===== config.mk =====
export PLATFORM = sky130hd
export DESIGN_NAME = dlc_light_conv
export DESIGN_NICKNAME = d
export VERILOG_FILES = /design/src/verilog/dlc_pkg.sv /design/src/verilog/dlc_light_conv.sv
export SDC_FILE = /design/constraint.sdc
export NUM_CORES = 1
export LEC_CHECK = 0
export BUFFER_PORTS_ARGS = -buffer_cell sky130_fd_sc_hd__buf_2
export CORE_UTILIZATION = 59
export CTS_CLUSTER_SIZE = 28
export DETAILED_ROUTE_END_ITERATION = 10
export GPL_TIMING_DRIVEN = 0
export PLACE_DENSITY = 0.87
export SLEW_MARGIN = 20
export SYNTH_ARGS = -nofsm -noshare
export SYNTH_HDL_FRONTEND = slang
export SYNTH_SLANG_ARGS = --single-unit

===== constraint.sdc =====
create_clock -name core_clk -period 8.5 [get_ports core_clk]
set_clock_uncertainty 0.1 [all_clocks]
set_input_delay 2.55 -clock core_clk [delete_from_list [all_inputs] [get_ports core_clk]]
set_output_delay 2.55 -clock core_clk [all_outputs]
set_load 0.02 [all_outputs]

===== src/verilog/dlc_pkg.sv =====
// Constants for the dual-channel light converter.
// Assumes a single 100 MHz core clock and a synchronous active-high reset.
package dlc_pkg;

	// ----------------------------------------------------------------
	// Timing
	// ----------------------------------------------------------------
	localparam int unsigned CLK_PERIOD_NS = 10;
	localparam int unsigned STEP_TIME_US  = 2700;
	localparam int unsigned STEP_CYCLES   = (STEP_TIME_US * 1000) / CLK_PERIOD_NS;

	// ----------------------------------------------------------------
	// Widths and field layout
	// ----------------------------------------------------------------
	localparam int unsigned DATA_W       = 16;
	localparam int unsigned STEP_CNT_W   = 19;
	localparam int unsigned LEN_W        = 8;
	localparam int unsigned PERSIST_W    = 4;
	localparam logic [8:0]  STEPS_FULL   = 9'h100;
	localparam logic [15:0] DATA_MAX     = 16'hffff;
	localparam logic [15:0] DATA_RST     = 16'h0000;

	// ----------------------------------------------------------------
	// Serial target
	// ----------------------------------------------------------------
	localparam logic [6:0]  TARGET_ADDR  = 7'h2a;
	localparam logic [7:0]  CMD_INT_CLR  = 8'he0;
	localparam logic [3:0]  BITS_PER_BYTE = 4'h8;

	typedef enum logic [2:0] {
		SER_IDLE,
		SER_ADDR,
		SER_DATA,
		SER_ACK_ADDR,
		SER_ACK_DATA
	} dlc_ser_state_t;

endpackage

===== src/verilog/dlc_light_conv.sv =====
// Dual-channel light converter: integration timing, result holding,
// limit check with persistence, level interrupt and a write-only serial target.
// Assumes light levels arrive on core_clk; serial pins are asynchronous.
`timescale 1ns/100ps

module dlc_light_conv import dlc_pkg::*; #(
	parameter int unsigned STEP_CYC = STEP_CYCLES
) (
	input  wire logic                 core_clk,
	input  wire logic                 srst,
	input  wire logic [DATA_W-1:0]    lightCh0,
	input  wire logic [DATA_W-1:0]    lightCh1,
	input  wire logic [LEN_W-1:0]     integrationLength,
	input  wire logic [DATA_W-1:0]    lowLimit,
	input  wire logic [DATA_W-1:0]    highLimit,
	input  wire logic [PERSIST_W-1:0] persistCount,
	input  wire logic                 readLock,
	output logic [DATA_W-1:0]         dataCh0,
	output logic [DATA_W-1:0]         dataCh1,
	output logic                      dataNew,
	output logic                      intOut,
	output logic                      intOe,
	input  wire logic                 sclIn,
	input  wire logic                 sdaIn,
	output logic                      sdaOut,
	output logic                      sdaOe
);

	// ----------------------------------------------------------------
	// Step timer and integration
	// ----------------------------------------------------------------
	logic [STEP_CNT_W-1:0] stepCnt_q;
	logic [8:0]            stepsDone_q;
	logic [DATA_W-1:0]     acc0_q, acc1_q;
	logic [DATA_W:0]       sum0, sum1;
	logic [DATA_W-1:0]     sat0, sat1;
	logic [8:0]            stepsTarget;
	logic                  stepTick;
	logic                  convDone;

	assign stepTick    = (stepCnt_q == STEP_CNT_W'(STEP_CYC - 1));
	assign stepsTarget = STEPS_FULL - {1'b0, integrationLength};
	assign convDone    = stepTick && (stepsDone_q == (stepsTarget - 9'h001));
	assign sum0        = {1'b0, acc0_q} + {1'b0, lightCh0};
	assign sum1        = {1'b0, acc1_q} + {1'b0, lightCh1};
	assign sat0        = sum0[DATA_W] ? DATA_MAX : sum0[DATA_W-1:0];
	assign sat1        = sum1[DATA_W] ? DATA_MAX : sum1[DATA_W-1:0];

	always_ff @(posedge core_clk) begin
		if (srst || stepTick) begin
			stepCnt_q <= '0;
		end else begin
			stepCnt_q <= stepCnt_q + STEP_CNT_W'(1);
		end
	end

	always_ff @(posedge core_clk) begin
		if (srst || convDone) begin
			stepsDone_q <= '0;
		end else if (stepTick) begin
			stepsDone_q <= stepsDone_q + 9'h001;
		end
	end

	always_ff @(posedge core_clk) begin
		if (srst || convDone) begin
			acc0_q <= DATA_RST;
			acc1_q <= DATA_RST;
		end else begin
			acc0_q <= sat0;
			acc1_q <= sat1;
		end
	end

	// ----------------------------------------------------------------
	// Result staging and holding registers
	// ----------------------------------------------------------------
	logic [DATA_W-1:0] res0_q, res1_q;
	logic              resPend_q;
	logic              xfer;

	assign xfer = resPend_q && !readLock;

	always_ff @(posedge core_clk) begin
		if (srst) begin
			res0_q <= DATA_RST;
			res1_q <= DATA_RST;
		end else if (convDone) begin
			res0_q <= sat0;
			res1_q <= sat1;
		end
	end

	always_ff @(posedge core_clk) begin
		if (srst) begin
			resPend_q <= 1'b0;
		end else begin
			resPend_q <= convDone || (resPend_q && readLock);
		end
	end

	always_ff @(posedge core_clk) begin
		if (srst) begin
			dataCh0 <= DATA_RST;
			dataCh1 <= DATA_RST;
			dataNew <= 1'b0;
		end else begin
			dataNew <= xfer;
			if (xfer) begin
				dataCh0 <= res0_q;
				dataCh1 <= res1_q;
			end
		end
	end

	// ----------------------------------------------------------------
	// Limit check, persistence and interrupt level
	// ----------------------------------------------------------------
	logic [PERSIST_W-1:0] persistCnt_q;
	logic [PERSIST_W:0]   persistNext;
	logic                 outOfRange;
	logic                 intSet;
	logic                 intPending_q;
	logic                 clearPulse;

	assign outOfRange  = (sat0 > highLimit) || (sat0 < lowLimit);
	assign persistNext = {1'b0, persistCnt_q} + 5'h01;
	assign intSet      = convDone && outOfRange && (persistNext >= {1'b0, persistCount});

	always_ff @(posedge core_clk) begin
		if (srst) begin
			persistCnt_q <= '0;
		end else if (convDone) begin
			if (!outOfRange) begin
				persistCnt_q <= '0;
			end else if (persistCnt_q != '1) begin
				persistCnt_q <= persistNext[PERSIST_W-1:0];
			end
		end
	end

	always_ff @(posedge core_clk) begin
		if (srst) begin
			intPending_q <= 1'b0;
		end else if (intSet) begin
			intPending_q <= 1'b1;
		end else if (clearPulse) begin
			intPending_q <= 1'b0;
		end
	end

	assign intOut = 1'b0;
	assign intOe  = intPending_q;

	// ----------------------------------------------------------------
	// Serial target, write only
	// ----------------------------------------------------------------
	logic           sclS1_q, sclS2_q, sclS3_q;
	logic           sdaS1_q, sdaS2_q, sdaS3_q;
	logic           sclRise, sclFall, startCond, stopCond;
	logic [7:0]     shift_q;
	logic [3:0]     bitCnt_q;
	logic           byteDone;
	logic           clear_q;
	dlc_ser_state_t serState_q, serState_d;

	always_ff @(posedge core_clk) begin
		if (srst) begin
			{sclS1_q, sclS2_q, sclS3_q} <= 3'h7;
			{sdaS1_q, sdaS2_q, sdaS3_q} <= 3'h7;
		end else begin
			{sclS1_q, sclS2_q, sclS3_q} <= {sclIn, sclS1_q, sclS2_q};
			{sdaS1_q, sdaS2_q, sdaS3_q} <= {sdaIn, sdaS1_q, sdaS2_q};
		end
	end

	assign sclRise   = sclS2_q && !sclS3_q;
	assign sclFall   = !sclS2_q && sclS3_q;
	assign startCond = sclS2_q && sclS3_q && !sdaS2_q && sdaS3_q;
	assign stopCond  = sclS2_q && sclS3_q && sdaS2_q && !sdaS3_q;
	assign byteDone  = sclFall && (bitCnt_q == BITS_PER_BYTE);
	assign clearPulse = clear_q;

	always_comb begin
		serState_d = serState_q;
		case (serState_q)
			SER_IDLE: serState_d = SER_IDLE;
			SER_ADDR: begin
				if (byteDone) begin
					serState_d = (shift_q == {TARGET_ADDR, 1'b0}) ? SER_ACK_ADDR : SER_IDLE;
				end
			end
			SER_DATA: begin
				if (byteDone) begin
					serState_d = SER_ACK_DATA;
				end
			end
			SER_ACK_ADDR, SER_ACK_DATA: begin
				if (sclFall) begin
					serState_d = SER_DATA;
				end
			end
			default: serState_d = SER_IDLE;
		endcase
		if (startCond) begin
			serState_d = SER_ADDR;
		end else if (stopCond) begin
			serState_d = SER_IDLE;
		end
	end

	always_ff @(posedge core_clk) begin
		if (srst) begin
			serState_q <= SER_IDLE;
		end else begin
			serState_q <= serState_d;
		end
	end

	always_ff @(posedge core_clk) begin
		if (srst || startCond || (serState_q != serState_d)) begin
			bitCnt_q <= '0;
		end else if (sclRise && (serState_q == SER_ADDR || serState_q == SER_DATA)) begin
			bitCnt_q <= bitCnt_q + 4'h1;
		end
	end

	always_ff @(posedge core_clk) begin
		if (srst) begin
			shift_q <= '0;
		end else if (sclRise && (serState_q == SER_ADDR || serState_q == SER_DATA)) begin
			shift_q <= {shift_q[6:0], sdaS2_q};
		end
	end

	always_ff @(posedge core_clk) begin
		if (srst) begin
			clear_q <= 1'b0;
		end else begin
			clear_q <= (serState_q == SER_DATA) && byteDone && (shift_q == CMD_INT_CLR);
		end
	end

	assign sdaOut = 1'b0;
	assign sdaOe  = (serState_q == SER_ACK_ADDR) || (serState_q == SER_ACK_DATA);
endmodule


==> impl_metrics.tcl <==
set metrics [dict create \
    wl_per_cell_um 15.4 \
    clk_path_buf_depth 2 \
    syn_to_final_growth_pct 17.1 \
    synthAdderAreaFrac 0.114 \
    ir_worst_vdd_mv 0.207 \
    hold_viol_final 0 \
    pin_count 118 \
    finalNetCount 1284 \
    slew_violations 0 \
    leakagePower_nw 4.22 \
    place_ws_ns 1.35 \
    p_per_area_mw_per_mm2 296 \
    postCtsHoldBufs 0 \
    max_freq_ghz 0.145 \
    die_area_mm2 0.0145 \
    grt_pass1_wl_um 33100 \
    root_buffer "clkbuf_16" \
    grt_max_degree 17 \
    rsz0062_at_grt "no" \
    finalSetupViolations 0 \
    tritoncts "built" \
    critPathTopFamily "compound AO/OA/AOI/OAI gates" \
    ant_nets 0 \
    holdCritPathClass "flip-flop to flip-flop" \
    seqPwrFrac 0.285 \
    dpl.hpwl_um 15000 \
    clock_power_share 0.274 \
    synth-compound-area-share 0.175 \
    first_pass_iters 5 \
    rows 42 \
    grt.total_usage 0.287 \
    die_w_um 120 \
    end_kind "flip-flop" \
    crit_type "input port to flip-flop" \
    overflow 0 \
    synthSimpleGateAreaFrac 0.205 \
    crit_path_max_incr_delay_ns 0.51 \
    synthCells 994 \
    async_flop_share 0 \
    fin_crit_sh 0.810 \
    crit_fanout 10 \
    gp_congestion 0.930 \
    cts_num_sinks 153 \
    synth-xor-area-share 0.0616 \
    die_h_um 120 \
    hold_ws_ns 0.321 \
    synth_edf_count 0 \
    avgSynthCellArea_um2 8.30 \
    ctsResizeCount 0 \
    cts_made_buffers 17 \
    status "finished, final reports clean" \
    clk_pin_slew_ns 0.06 \
    initial_core_util 0.613 \
    required_ns 8.68 \
    vias 7574 \
    slew_headroom 0.537 \
    grt_pass1_vias 7212 \
    dp.cells 1286 \
    synth_mux_area_frac 0.0159 \
    synth_area_mm2 0.00825 \
    synth_seq_cells 153 \
    antenna_found_initial 0 \
    cp.arrival_ns 7.07 \
    drc_errors 0 \
    core_area_mm2 0.0135 \
    ys_warn_count 0 \
    path_cells "buf_2 -> ha_1 -> fa_1 -> a211oi_1 -> o21ai_1 -> and3b_1 -> nor2_1 -> clkbuf_1 -> nand2_1 -> ha_1 -> o21ai_0 -> a21oi_1 -> nor4_1 -> o21ai_0 -> a2111oi_0 -> o32a_1 -> a211oi_1" \
    cts_setup_buffers 0 \
    antenna_cells 0 \
    maxCapViolCount 0 \
    layout-drive-gt1-share 0.158 \
    worst_slack_ns 1.61 \
    layout_min_cycle_time_ns 6.89 \
    io_buffer_count 115 \
    p_sw_mw 1.09 \
    intPower_mw 1.77 \
    worst_slew_pin_slew_ns 0.695 \
    ys_types 64 \
    routed_via_density 5.75 \
    critPathBufInv 2 \
    h-tree-depth 4 \
    ys.flop_type "dfxtp_1" \
    stdcell_count 1318 \
    cpMaxStageDelayCell "a2111oi_0" \
    switching_share 0.381 \
    tns_ns 0 \
    wl_um 20300 \
    combPwrFrac 0.441 \
    initialDrtViolationCount 524 \
    synth_top_family_by_area "simple AND/OR/NAND/NOR gates" \
    cp-start-kind "input port" \
    seq_area_frac_synth 0.371 \
    clock_latency_ns 0.43 \
]
==> power groups by stage <==
stage / registers, mW / logic [mW] / clock network (mW)
6_report: 0.815 / 1.26 / 0.784
5_1_grt: 0.822 / 1.39 / 0.818
4_1_cts: 0.815 / 1.23 / 0.785
3_5_place_dp: 0.831 / 1.22 / 0
3_3_place_gp: 0.828 / 1.18 / 0
2_1_floorplan: 0.823 / 0.945 / 0
==> stage by stage <==
step	power, mW	instance area (µm²)	util
after floorplan	1.77	8260	-
after global placement	2.00	9050	0.673
after detailed placement	2.05	9050	0.673
after CTS	2.83	9670	0.718
after global routing	3.03	9670	0.718
final	2.86	9670	0.718
==> synthesized netlist by cell type (all sizes together) (6+ instances only) <==
| cell | n | area [µm²] |
|---|---|---|
| nor3 | 18 | 90.1 |
| nand4 | 15 | 93.8 |
| mux2i | 12 | 120 |
| clkbuf | 28 | 105 |
| nand2b | 9 | 56.3 |
| a21o | 10 | 75.1 |
| a2111oi | 6 | 52.6 |
| nor2b | 10 | 62.6 |
| o21ai | 26 | 130 |
| buf | 17 | 120 |
| nand3 | 22 | 110 |
| dfxtp | 153 | 3060 |
| nor4 | 8 | 65.1 |
| ha | 72 | 901 |
| xor2 | 23 | 201 |
| or2 | 12 | 75.1 |
| inv | 65 | 244 |
| o21bai | 7 | 52.6 |
| a211oi | 38 | 290 |
| or3 | 6 | 37.5 |
| a31oi | 7 | 43.8 |
| o21a | 13 | 97.6 |
| nor2 | 144 | 541 |
| a21oi | 75 | 375 |
| xnor2 | 35 | 307 |
| nand2 | 94 | 355 |
| o211ai | 6 | 45.0 |
==> flip-flops by register name, summed over array words and instances (netlist names), 3 cells and up <==
name          flops
stepCnt_q        19
acc0_q           16
acc1_q           16
dataCh0          16
dataCh1          16
res0_q           16
res1_q           16
stepsDone_q       9
shift_q           8
bitCnt_q          4
persistCnt_q      4
serState_q        3
==> per-layer routing <==
metal	global-route usage	wire, µm	vias to the layer above
met3	0.0575	1150	43
li1	-	-	3734
met2	0.478	9570	251
met4	0.117	542	0
met1	0.363	9080	3546
met5	0	0	-
==> placed cells by master (no fill, tap or decap), drive strengths merged, types with 8 or more instances in the layout <==
| master | n |
|---|---|
| xnor2 | 35 |
| dfxtp | 153 |
| nand3 | 22 |
| o21ai | 26 |
| buf | 132 |
| or2 | 12 |
| nor2b | 10 |
| o21a | 13 |
| inv | 67 |
| nor4 | 8 |
| a21oi | 75 |
| xor2 | 23 |
| a211oi | 38 |
| a21o | 10 |
| ha | 72 |
| nand2 | 94 |
| nor3 | 18 |
| nand2b | 9 |
| nand4 | 15 |
| mux2i | 12 |
| nor2 | 144 |
| clkbuf | 47 |
==> cell type report <==
cell class,count,area [µm²]
buffer,45,225
clock buffer,19,443
clock inverter,13,170
fill,1073,3790
inverter,65,244
multi-input combinational,732,4720
sequential,153,3060
tap,176,220
timing repair buffer,115,576
==> worst paths after layout <==
| check | start | to | depth (start not counted) | slack, ns |
|---|---|---|---|---|
| max | lightCh0[0] | persistCnt_q[1]$_SDFFE_PP0P_ | 17 | 1.61 |
| min | sclS1_q$_SDFF_PP1_ | sclS2_q$_SDFF_PP1_ | 1 | 0.32 |
| max reg2reg | acc0_q[0]$_SDFF_PP0_ | persistCnt_q[1]$_SDFFE_PP0P_ | 16 | 3.55 |
| min reg2reg | sclS1_q$_SDFF_PP1_ | sclS2_q$_SDFF_PP1_ | 1 | 0.32 |
==> logic make-up after synthesis <==
group | after synthesis
multiplexers | 13
buffers and inverters | 110
AO/OA/AOI/OAI | 221
adder cells (fa/ha/maj) | 74
XOR/XNOR | 58
other | 1
AND/OR/NAND/NOR | 364
flip-flops | 153
Power figures use the tool's default switching activity.
